===== src/core/urx_pkg.sv =====
// urx_pkg: constants for the serial receive channel, its divider and its registers.
// assumes: one 100 MHz clock, Avalon-MM register access, one reference-clock pin.
// What this block does
// - a high serial input is idle; watch for a falling edge out of idle
// - on the edge clear the counter and count sixteen-times ticks to seven and a half; the code samples on the eighth tick (count 7)
// - accept the start bit only if still low at mid-bit, else drop it
// - format bits select word length, stop bits, parity enable and parity polarity
// - moving a character to the holding buffer sets data ready; reading it clears it
// - a new character before the old one is read sets overrun
// - with parity enabled, a wrong parity bit sets the parity error flag
// - a low stop bit sets the framing error flag
// - start edge is seen within one sixteen-times tick of the line falling
// - reference clock divides by the sixteen-bit divisor; one is the fastest rate
// - the divisor range gives standard rates 50 bps to 38.5 kbps at usual clocks
// - master reset restarts the receive clock counters
// - reset clears line status except both transmit-empty flags, which it sets; clears modem
// - reset leaves the format register, divisor latches and the receive holding buffer untouched
// - after reset the channel is idle but starts on the next falling edge, using the kept format and divisor
// - the set holding-empty flag raises an interrupt once the host enables it
// - after reset line status bits 5 and 6 read high, the rest low
// - after reset modem status bits 0 to 3 read low, 4 to 7 follow pins
package urx_pkg;
    // register word offsets (byte address = 4 x index)
    localparam logic [2:0] REG_RX_HOLDING = 3'h0;
    localparam logic [2:0] REG_IRQ_ENABLE = 3'h1;
    localparam logic [2:0] REG_DIV_LOW = 3'h2;
    localparam logic [2:0] REG_DIV_HIGH = 3'h3;
    localparam logic [2:0] REG_LINE_FORMAT = 3'h4;
    localparam logic [2:0] REG_MODEM_CTRL = 3'h5;
    localparam logic [2:0] REG_LINE_COND = 3'h6;
    localparam logic [2:0] REG_MODEM_STAT = 3'h7;
    // line format fields
    localparam int FMT_WLEN_LO = 0;
    localparam int FMT_STOP = 2;
    localparam int FMT_PAR_EN = 3;
    localparam int FMT_PAR_EVEN = 4;
    // line condition fields
    localparam int COND_READY = 0;
    localparam int COND_OVERRUN = 1;
    localparam int COND_PARITY = 2;
    localparam int COND_FRAMING = 3;
    localparam int COND_HOLD_EMPTY = 5;
    localparam int COND_ALL_EMPTY = 6;
    localparam int IRQ_EN_HOLD_EMPTY = 1;
    localparam logic [7:0] COND_RESET = 8'h60;
    localparam logic [3:0] MSTAT_DELTA_RESET = 4'h0;
    localparam logic [7:0] BYTE_ZERO = 8'h00;
    // sixteen-times tick timing
    localparam logic [3:0] HALF_BIT_TICKS = 4'h7;
    localparam logic [3:0] FULL_BIT_TICKS = 4'hf;
    localparam logic [3:0] MIN_DATA_BITS = 4'h5;
    localparam logic [15:0] DIV_ONE = 16'h0001;
    localparam logic [31:0] WORD_ZERO = 32'h0000_0000;
    typedef enum logic [2:0] {URX_IDLE, URX_START, URX_DATA, URX_PARITY, URX_STOP} urx_state_e;
endpackage


===== src/core/urx_channel.sv =====
// urx_channel: receive path, bit rate divider and registers of one serial channel.
// assumes: Avalon-MM master with waitrequest, ref clock and serial line are async pins.
//
// Decided for this implementation: the address map and the Avalon-MM interface to the registers.
`timescale 1ns/1ps
module urx_channel (
    input wire logic sys_clk,
    input wire logic rst_n,
    input wire logic [2:0] avs_address,
    input wire logic avs_read,
    input wire logic avs_write,
    input wire logic [31:0] avs_writedata,
    output logic [31:0] avs_readdata,
    output logic avs_waitrequest,
    input wire logic refClkPin,
    input wire logic serialRxLine,
    input wire logic [3:0] modemInPins,
    output logic [4:0] modemCtrlOut,
    output logic txHoldingEmptyIrq,
    output logic rxBusy
);
    logic refSync;
    logic refPrev_r;
    logic refRise;
    logic rxSync;
    logic rxPrev_r;
    logic tick;
    logic [7:0] divLow_r;
    logic [7:0] divHigh_r;
    logic [7:0] lineFormat_r;
    logic [7:0] irqEnable_r;
    logic [4:0] modemCtrl_r;
    logic [7:0] rxHolding_r;
    logic dataReady_r;
    logic overrun_r;
    logic parityErr_r;
    logic framingErr_r;
    logic [3:0] mstatDelta_r;
    logic [3:0] modemPrev_r;
    logic [3:0] modemSync1_r;
    logic [3:0] modemSync2_r;
    logic [2:0] modemValid_r;
    urx_pkg::urx_state_e state_r;
    logic [3:0] tickCnt_r;
    logic [3:0] bitCnt_r;
    logic [7:0] shifter_r;
    logic parityAcc_r;
    logic stopCnt_r;
    logic xferPulse;
    logic [7:0] xferData;
    logic xferParErr;
    logic xferFrameErr;
    logic ack_r;
    logic rdHolding;
    logic [3:0] wordBits;
    logic bitTime;
    logic [7:0] condByte;

    // number of data bits from the word length code
    function automatic logic [3:0] word_len(input logic [1:0] code);
        word_len = urx_pkg::MIN_DATA_BITS + {2'b00, code};
    endfunction

    urx_sync u_ref_sync (
        .sys_clk(sys_clk),
        .rst_n(rst_n),
        .asyncIn(refClkPin),
        .syncOut(refSync)
    );

    urx_sync u_rx_sync (
        .sys_clk(sys_clk),
        .rst_n(rst_n),
        .asyncIn(serialRxLine),
        .syncOut(rxSync)
    );

    // edge memories of synchronised pins
    always_ff @(posedge sys_clk or negedge rst_n) begin
        if (!rst_n) begin
            refPrev_r <= 1'b1; // same as synchroniser reset, no false edge
            rxPrev_r <= 1'b1;
        end else begin
            refPrev_r <= refSync;
            rxPrev_r <= rxSync;
        end
    end
    assign refRise = refSync & ~refPrev_r;

    urx_divider u_divider (
        .sys_clk(sys_clk),
        .rst_n(rst_n),
        .refRise(refRise),
        .divisor({divHigh_r, divLow_r}),
        .tick(tick)
    );

    assign wordBits = word_len(lineFormat_r[urx_pkg::FMT_WLEN_LO +: 2]);
    assign bitTime = tick && (tickCnt_r == urx_pkg::FULL_BIT_TICKS);

    // receive state machine
    always_ff @(posedge sys_clk or negedge rst_n) begin
        if (!rst_n) begin
            state_r <= urx_pkg::URX_IDLE;
            tickCnt_r <= 4'h0;
            bitCnt_r <= 4'h0;
            shifter_r <= urx_pkg::BYTE_ZERO;
            parityAcc_r <= 1'b0;
            stopCnt_r <= 1'b0;
            xferPulse <= 1'b0;
            xferData <= urx_pkg::BYTE_ZERO;
            xferParErr <= 1'b0;
            xferFrameErr <= 1'b0;
        end else begin
            xferPulse <= 1'b0;
            case (state_r)
                urx_pkg::URX_IDLE: begin
                    // falling edge out of idle, seen every sys_clk
                    if (rxPrev_r && !rxSync) begin
                        state_r <= urx_pkg::URX_START;
                        tickCnt_r <= 4'h0;
                    end
                end
                urx_pkg::URX_START: begin
                    if (tick) begin
                        if (tickCnt_r == urx_pkg::HALF_BIT_TICKS) begin
                            tickCnt_r <= 4'h0;
                            if (!rxSync) begin
                                state_r <= urx_pkg::URX_DATA;
                                bitCnt_r <= 4'h0;
                                parityAcc_r <= 1'b0;
                                shifter_r <= urx_pkg::BYTE_ZERO;
                            end else begin
                                state_r <= urx_pkg::URX_IDLE;
                            end
                        end else begin
                            tickCnt_r <= tickCnt_r + 4'h1;
                        end
                    end
                end
                urx_pkg::URX_DATA: begin
                    if (tick) begin
                        tickCnt_r <= tickCnt_r + 4'h1;
                    end
                    if (bitTime) begin
                        shifter_r[bitCnt_r[2:0]] <= rxSync;
                        parityAcc_r <= parityAcc_r ^ rxSync;
                        bitCnt_r <= bitCnt_r + 4'h1;
                        if (bitCnt_r + 4'h1 == wordBits) begin
                            if (lineFormat_r[urx_pkg::FMT_PAR_EN]) begin
                                state_r <= urx_pkg::URX_PARITY;
                            end else begin
                                state_r <= urx_pkg::URX_STOP;
                                stopCnt_r <= 1'b0;
                            end
                        end
                    end
                end
                urx_pkg::URX_PARITY: begin
                    if (tick) begin
                        tickCnt_r <= tickCnt_r + 4'h1;
                    end
                    if (bitTime) begin
                        // even select: total ones even; odd select: odd
                        xferParErr <= (parityAcc_r ^ rxSync)
                            != ~lineFormat_r[urx_pkg::FMT_PAR_EVEN];
                        state_r <= urx_pkg::URX_STOP;
                        stopCnt_r <= 1'b0;
                    end
                end
                urx_pkg::URX_STOP: begin
                    if (tick) begin
                        tickCnt_r <= tickCnt_r + 4'h1;
                    end
                    if (bitTime) begin
                        if (!stopCnt_r) begin
                            xferFrameErr <= !rxSync;
                            xferData <= shifter_r;
                            if (!lineFormat_r[urx_pkg::FMT_PAR_EN]) begin
                                xferParErr <= 1'b0;
                            end
                        end
                        // second stop bit checked only when selected
                        if (lineFormat_r[urx_pkg::FMT_STOP] && !stopCnt_r && rxSync) begin
                            stopCnt_r <= 1'b1;
                        end else begin
                            if (stopCnt_r) begin
                                xferFrameErr <= xferFrameErr | !rxSync;
                            end
                            xferPulse <= 1'b1;
                            state_r <= urx_pkg::URX_IDLE;
                        end
                    end
                end
                default: begin
                    state_r <= urx_pkg::URX_IDLE;
                end
            endcase
        end
    end
    assign rxBusy = (state_r != urx_pkg::URX_IDLE);

    // holding buffer keeps its contents across reset
    always_ff @(posedge sys_clk) begin
        if (xferPulse) begin
            rxHolding_r <= xferData;
        end
    end

    // configuration registers untouched by reset
    always_ff @(posedge sys_clk) begin
        if (avs_write && ack_r) begin
            case (avs_address)
                urx_pkg::REG_DIV_LOW: divLow_r <= avs_writedata[7:0];
                urx_pkg::REG_DIV_HIGH: divHigh_r <= avs_writedata[7:0];
                urx_pkg::REG_LINE_FORMAT: lineFormat_r <= avs_writedata[7:0];
                default: begin
                end
            endcase
        end
    end

    // reset-cleared control registers
    always_ff @(posedge sys_clk or negedge rst_n) begin
        if (!rst_n) begin
            irqEnable_r <= urx_pkg::BYTE_ZERO;
            modemCtrl_r <= 5'h00;
        end else if (avs_write && ack_r) begin
            if (avs_address == urx_pkg::REG_IRQ_ENABLE) begin
                irqEnable_r <= avs_writedata[7:0];
            end
            if (avs_address == urx_pkg::REG_MODEM_CTRL) begin
                modemCtrl_r <= avs_writedata[4:0];
            end
        end
    end
    assign modemCtrlOut = modemCtrl_r;
    // transmitter is idle here, so holding-empty stays set
    assign txHoldingEmptyIrq = irqEnable_r[urx_pkg::IRQ_EN_HOLD_EMPTY];

    assign rdHolding = avs_read && ack_r && (avs_address == urx_pkg::REG_RX_HOLDING);

    // line condition flags; a new event wins over a clear
    always_ff @(posedge sys_clk or negedge rst_n) begin
        if (!rst_n) begin
            dataReady_r <= 1'b0;
            overrun_r <= 1'b0;
            parityErr_r <= 1'b0;
            framingErr_r <= 1'b0;
        end else begin
            if (xferPulse) begin
                dataReady_r <= 1'b1;
            end else if (rdHolding) begin
                dataReady_r <= 1'b0;
            end
            if (xferPulse && dataReady_r && !rdHolding) begin
                overrun_r <= 1'b1;
            end else if (avs_read && ack_r && avs_address == urx_pkg::REG_LINE_COND) begin
                overrun_r <= 1'b0;
            end
            if (xferPulse && xferParErr) begin
                parityErr_r <= 1'b1;
            end else if (avs_read && ack_r && avs_address == urx_pkg::REG_LINE_COND) begin
                parityErr_r <= 1'b0;
            end
            if (xferPulse && xferFrameErr) begin
                framingErr_r <= 1'b1;
            end else if (avs_read && ack_r && avs_address == urx_pkg::REG_LINE_COND) begin
                framingErr_r <= 1'b0;
            end
        end
    end

    // modem status: deltas cleared by reset and by reading
    always_ff @(posedge sys_clk or negedge rst_n) begin
        if (!rst_n) begin
            modemSync1_r <= 4'h0;
            modemSync2_r <= 4'h0;
            modemPrev_r <= 4'h0;
            modemValid_r <= 3'h0;
            mstatDelta_r <= urx_pkg::MSTAT_DELTA_RESET;
        end else begin
            modemSync1_r <= modemInPins;
            modemSync2_r <= modemSync1_r;
            modemPrev_r <= modemSync2_r;
            // no delta until the pipeline holds real pin levels
            modemValid_r <= {modemValid_r[1:0], 1'b1};
            if (modemValid_r[2] && modemSync2_r != modemPrev_r) begin
                mstatDelta_r <= mstatDelta_r | (modemSync2_r ^ modemPrev_r);
            end else if (avs_read && ack_r && avs_address == urx_pkg::REG_MODEM_STAT) begin
                mstatDelta_r <= urx_pkg::MSTAT_DELTA_RESET;
            end
        end
    end

    // holding-empty and all-empty read set after reset
    always_comb begin
        condByte = urx_pkg::BYTE_ZERO;
        condByte[urx_pkg::COND_READY] = dataReady_r;
        condByte[urx_pkg::COND_OVERRUN] = overrun_r;
        condByte[urx_pkg::COND_PARITY] = parityErr_r;
        condByte[urx_pkg::COND_FRAMING] = framingErr_r;
        condByte[urx_pkg::COND_HOLD_EMPTY] = urx_pkg::COND_RESET[urx_pkg::COND_HOLD_EMPTY];
        condByte[urx_pkg::COND_ALL_EMPTY] = urx_pkg::COND_RESET[urx_pkg::COND_ALL_EMPTY];
    end

    // bus answer: one wait cycle, then ack with registered read data
    always_ff @(posedge sys_clk or negedge rst_n) begin
        if (!rst_n) begin
            ack_r <= 1'b0;
            avs_readdata <= urx_pkg::WORD_ZERO;
        end else begin
            ack_r <= (avs_read || avs_write) && !ack_r;
            if (avs_read && !ack_r) begin
                case (avs_address)
                    urx_pkg::REG_RX_HOLDING: avs_readdata <= {24'h00_0000, rxHolding_r};
                    urx_pkg::REG_IRQ_ENABLE: avs_readdata <= {24'h00_0000, irqEnable_r};
                    urx_pkg::REG_DIV_LOW: avs_readdata <= {24'h00_0000, divLow_r};
                    urx_pkg::REG_DIV_HIGH: avs_readdata <= {24'h00_0000, divHigh_r};
                    urx_pkg::REG_LINE_FORMAT: avs_readdata <= {24'h00_0000, lineFormat_r};
                    urx_pkg::REG_MODEM_CTRL: avs_readdata <= {27'h000_0000, modemCtrl_r};
                    urx_pkg::REG_LINE_COND: avs_readdata <= {24'h00_0000, condByte};
                    urx_pkg::REG_MODEM_STAT: avs_readdata <= {24'h00_0000, modemSync2_r, mstatDelta_r};
                    default: avs_readdata <= urx_pkg::WORD_ZERO;
                endcase
            end
        end
    end
    assign avs_waitrequest = (avs_read || avs_write) && !ack_r;
endmodule // urx_channel


===== src/core/urx_sync.sv =====
// urx_sync: two-flip-flop synchroniser for one asynchronous level.
// assumes: sys_clk domain, asynchronous active-low reset.
`timescale 1ns/1ps
module urx_sync (
    input wire logic sys_clk,
    input wire logic rst_n,
    input wire logic asyncIn,
    output logic syncOut
);
    logic stage1_r;
    // first stage feeds only the second
    always_ff @(posedge sys_clk or negedge rst_n) begin
        if (!rst_n) begin
            stage1_r <= 1'b1;
            syncOut <= 1'b1;
        end else begin
            stage1_r <= asyncIn;
            syncOut <= stage1_r;
        end
    end
endmodule // urx_sync


===== src/core/urx_divider.sv =====
// urx_divider: sixteen-bit divider making one sixteen-times tick per divisor ref edges.
// assumes: refClk already synchronised, rising edges counted.
`timescale 1ns/1ps
module urx_divider (
    input wire logic sys_clk,
    input wire logic rst_n,
    input wire logic refRise,
    input wire logic [15:0] divisor,
    output logic tick
);
    logic [15:0] count_r;
    // count ref edges; divisor 0 treated as 1
    always_ff @(posedge sys_clk or negedge rst_n) begin
        if (!rst_n) begin
            count_r <= urx_pkg::DIV_ONE;
            tick <= 1'b0;
        end else begin
            tick <= 1'b0;
            if (refRise) begin
                if (count_r >= divisor) begin
                    count_r <= urx_pkg::DIV_ONE;
                    tick <= 1'b1;
                end else begin
                    count_r <= count_r + urx_pkg::DIV_ONE;
                end
            end
        end
    end
endmodule // urx_divider


===== config.mk =====
export PLATFORM = sky130hd
export DESIGN_NAME = urx_channel
export DESIGN_NICKNAME = d
export VERILOG_FILES = /design/src/core/urx_pkg.sv /design/src/core/urx_channel.sv /design/src/core/urx_sync.sv /design/src/core/urx_divider.sv
export SDC_FILE = /design/constraint.sdc
export NUM_CORES = 1
export LEC_CHECK = 0
export BUFFER_PORTS_ARGS = -buffer_cell sky130_fd_sc_hd__buf_2
export CAP_MARGIN = 20
export CELL_PAD_IN_SITES_DETAIL_PLACEMENT = 2
export CELL_PAD_IN_SITES_GLOBAL_PLACEMENT = 2
export CORE_MARGIN = 2
export CORE_UTILIZATION = 38
export CTS_CLUSTER_SIZE = 8
export DETAILED_ROUTE_END_ITERATION = 8
export PLACE_DENSITY_LB_ADDON = 0.3
export SYNTH_ARGS = -nofsm -noshare
export SYNTH_HDL_FRONTEND = slang
export SYNTH_SLANG_ARGS = --single-unit

===== constraint.sdc =====
create_clock -name sys_clk -period 2.4 [get_ports sys_clk]
set_input_delay 0.36 -clock sys_clk [delete_from_list [all_inputs] [get_ports sys_clk]]
set_output_delay 0.36 -clock sys_clk [all_outputs]
set_load 0.02 [all_outputs]

* Word-level counts from Yosys, hierarchy flattened *
Cells that the tools add are included.

cells by class
  bitwise gates (word level) = 8
  $lt $le $gt $ge = 3
  add/subtract/negate cells = 4
  muxes and demuxes = 63
  equal/unequal tests = 30
  reduce and logical (&&, ||, !) cells = 47

operator list
  cell                     count
  $pmux W32 S8             1
  $mux W4                  10
  $mux W8                  4
  $mux W1                  28
  $mux W3                  9
  $ne A2 B2 Y1 const B     12
  $logic_and A1 B1 Y1      17
  $add A16 B1 Y16 const B  1
  $ge A16 B16 Y1           1
  $mux W16                 1
  $pmux W8 S2              1
  $eq A3 B3 Y1 const B     5
  $pmux W3 S5              1
  $reduce_bool A2 Y1       7
  $eq A3 B2 Y1 const B     4
  $pmux W4 S3              1
  $reduce_and A2 Y1        6
  $reduce_and A5 Y1        2
  $reduce_bool A3 Y1       3
  $add A4 B1 Y4 const B    2
  $bwmux W8                1
  $pmux W4 S2              1
  $reduce_and A8 Y1        1
  $reduce_and A7 Y1        1
  other kinds (26)         35

word-level totals
  logic and storage cells = 190
  register bits = 156
  bits of input ports = 45
  output and inout bits = 40

* Logic depth before layout (Yosys ltp) *
  depth after elaboration = 7
  mapped depth = 8
  mapped depth without buffers = 7

* Cells and area by module *
A second synthesis with hierarchy kept.

second synthesis, totals
  cells, all modules = 585
  area, all modules = 6458.7 um^2

by module, submodules not included
  module       seq. area each (um^2)  instances  area an instance (um^2)  cells an instance
  urx_channel  2940.3                 1          5133.7                   448
  urx_divider  426.7                  1          1219.9                   133
  urx_sync     52.6                   2          52.6                     2

* Worst setup path after synthesis *
Ideal clock, no wire load.

  path type = register to register
  start = reg u_divider.count_r[0]
  end = reg u_divider.count_r[10]
  period minus slack after synthesis = 2.060 ns
  stages on the path, launching flop included = 9
  slack = 0.340 ns
  library setup time = 0.119 ns
  path buffers = 1
  data arrival time = 1.941 ns
  data required time = 2.281 ns
  cell sequence = dfstp_2 > inv_1 > ha_1 > nand2b_1 > a2111oi_0 > or4_1 > a31oi_2 > buf_4 > nor2_1

between the ends
  cells in the longest elaborated chain, start to end = 2
  elaborated cells between the ends (all ways) = 3
  classes of those cells = add/sub: 1; order compare: 1; mux: 1

ends and longest elaborated chain
  item                                               RTL line                              RTL
  start: declaration                                 urx_divider.sv:11                     logic [15:0] count_r;
  start signal: assignment                           urx_divider.sv:15                     count_r <= urx_pkg::DIV_ONE;
  start signal: assignment                           urx_divider.sv:21                     count_r <= urx_pkg::DIV_ONE;
  start signal: assignment                           urx_divider.sv:24                     count_r <= count_r + urx_pkg::DIV_ONE;
  $add A16 B1 Y16 or $ge A16 B16 Y1 (tied branches)  urx_divider.sv:24, urx_divider.sv:20
  $mux W16 (*)                                       urx_divider.sv:20                     if (count_r >= divisor) begin

Every way passes the cells marked *; elsewhere a longest branch is shown, timed or not.
A chain may end at the register's enable or synchronous reset.

* Worst setup path after layout *
  start = reg u_divider.count_r[0]
  end = reg u_divider.count_r[1]

The elaborated chain is that of the path after synthesis.

==> run summary <==
Seq cells post-synth: 132
Hold slack: 0.0209 ns
Required @ worst endpoint: 2.72 ns
Clk buf depth: 2
Actual slew at the worst max-slew pin: 0.626 ns
I/O Buffers: 36
Ys flop type: dfrtp_1
Crit Path Max Fanout: 5
Worst-path clk slew: 0.06 ns
WL/cell: 21.7 µm
Final #Nets: 676
Syn. warnings: 0
Setup TNS: 0 ns
Routed WL: 18300 µm
CTS Sinks: 132
Vias in the first global route: 5077
Util after Layout: 44.2%
Die Area: 17700 µm²
Synth top area share: 36.7%
Sequential share of the synthesized area: 54.8%
Synth cell count leaders: dfrtp_1, nor2_1, nand2_1, edfxtp_1, o21ai_0
Static leakage: 3.14 nW
Fill count: 1696
Core area: 16500 µm²
Die Ht: 133 µm
Placed cell areas: 6700 µm²
Wire length of the first global-routing pass: 28900 µm
Final instance area: 7280 µm²
Final setup violation count: 0
Final period util: 97.9%
Area grow syn2layout: 14.9%
CTS buffer count: 17
Most common cell in the netlist: dfrtp_1
Netlist Area Pre-Place: 6330 µm²
CP endpoint kind: flop
Worst Hold Path Cells: 1
Async SR Flop Fraction: 75.8%
Fmax achieved: 425 MHz
Post-synth EDFFs: 32
Gr ovfl total: 0
Total power: 6.16 mW
Synth area leader: dfrtp_1
Max-cap violations: 0
VDD IR-drop max: 0.572 mV
CTS tree: done
Fraction of layout cells with a size suffix above 1: 20.5%
Placer Congestion: 0.829
Antenna violations before repair: 0
Cells on worst reg2reg path: 7
DIE WIDTH: 133 µm
IO Pins: 85
DR iter-0 viols: 226
RSZ-0062 raised after global routing: false
Post-Syn Instances: 562
Post-synthesis cell type count: 66
Min cycle time layout: 2.35 ns
Ant. Diodes: 0
Worst Setup Start Kind: flop
Post-route DRC: 0
Hold crit path type: input port to flop
Largest net degree at the start of global routing: 37
Critical Path AT: 2.67 ns
Syn_area_per_cell: 11.3 µm²
Vias: 4527
H-tree levels: 4
Starting density of the core: 38.5%
Slew Viols, Final: 0
Drt first pass iters: 4
HPWL after detailed placement: 12800 µm
Num rows: 47
Relative slew slack: 58.2%
Power density over the cells: 846 nW/µm²
Clock skew: 0.00628 ns
Routed vias/inst: 5.36
Worst skew pair latency: 0.44 ns
Post-route ant nets: 0
CTS Root Cell: clkbuf_16
Status: completed
Top cells by area, synth: dfrtp_1, edfxtp_1, ha_1
Total GRT Usage: 21.8%
Type of the worst setup path: flop to flop
Final hold vios: 0
-- routing by layer --
layer  global-route usage, %  part of all wire [%]  wire (µm)  up-vias
met4                    10.0                   3.1        570        0
met1                    26.9                    43       7830     2334
li1                        -                     -          -     2062
met2                    36.8                    51       9310       95
met5                       0                     0          0        -
met3                    4.76                   3.5        639       36
-- cell families after synthesis --
logic type / share of synthesized area (%)
xor gates and xnor gates: 3.04
buffers and inverters: 6.42
muxes: 6.77
DFF: 54.8
AOI/OAI and AO/OA: 11.2
and+or+nand+nor: 13.7
adders and majority gates: 3.95
other: 0.119
-- area by class of cell --
type,count,area [µm²],share of cell area (%)
sequential,132,3470,47.7
multi-input combinational,382,2570,35.2
clock buffer,19,453,6.22
timing repair buffer,52,318,4.37
tap,220,275,3.78
clock inverter,13,98.8,1.36
inverter,26,97.6,1.34
-- repair_timing --
| item | in CTS | in global routing |
|---|---|---|
| pin swaps | 0 | 0 |
| buffers inserted | 0 | 0 |
| gates resized for setup | 3 | 1 |
| hold endpoints to repair | 32 | 0 |
| hold buffers | 1 | 0 |
| endpoints found under the setup margin | 17 | 1 |
-- per-stage QoR --
step / setup slack [ns] / instances
5_1_grt: 0.000547 / 844
4_1_cts: 0.0736 / 844
6_report: 0.0497 / 844
2_1_floorplan: 0.340 / 585
3_5_place_dp: 0.0639 / 811
3_3_place_gp: 0.252 / 811
-- state kept, by name (all words and copies together), names as in the netlist, 5 cells and up --
| name | count |
|---|---|
| u_divider.count_r | 16 |
| irqEnable_r | 8 |
| divLow_r | 8 |
| divHigh_r | 8 |
| avs_readdata | 8 |
| modemCtrlOut | 5 |
| rxHolding_r | 8 |
| xferData | 8 |
| lineFormat_r | 8 |
| shifter_r | 8 |
-- worst max-delay path, stage by stage (launching register included) --
cell and delay [ns]:
dfstp_2 0.57, inv_1 0.05, ha_1 0.26, nand2b_1 0.21
a2111oi_4 0.11, or4_1 0.46, a211o_1 0.32, a32o_1 0.26
-- path summary, 6_finish.rpt --
kind	start	to	slack [ns]
worst min-delay path	serialRxLine	u_rx_sync.stage1_r	0.02
worst max-delay path	u_divider.count_r[0]	u_divider.count_r[1]	0.05
worst min register to register	modemSync1_r[0]	modemSync2_r[0]	0.35
min in group asynchronous	rst_n	tickCnt_r[0]	0.44
worst max register to register	u_divider.count_r[0]	u_divider.count_r[1]	0.05
max in group asynchronous	rst_n	u_ref_sync.stage1_r	1.30
-- cell usage in the layout (no fill, tap or decap), types with 4 or more instances in the layout --
master      n
nor2_1     57
a22o_1      4
nor2b_1    10
xor2_1      7
conb_1     25
a31oi_1     5
inv_1      26
clkinv_4    4
buf_2      35
edfxtp_1   32
ha_1       20
mux2_2     21
nand2b_1    7
nor3_1      7
o21ai_0    32
o41ai_1     4
nand4_1     5
a211oi_1    7
a21oi_1    12
nand3_1    13
o22ai_1    10
buf_4      15
nand2_1    45
clkbuf_16  17
mux4_2      5
xnor2_1    15
or3_1       4
mux2i_1     8
o31ai_1     9
dfrtp_1    93
dfstp_2     7
-- report_power, final --
group	total, mW	internal [mW]	switching (mW)
registers	2.71	2.49	0.220
logic	0.988	0.385	0.603
clock network	2.46	1.38	1.08
total	6.16	4.26	1.90
Note: power is estimated with default switching activity, not from simulation.
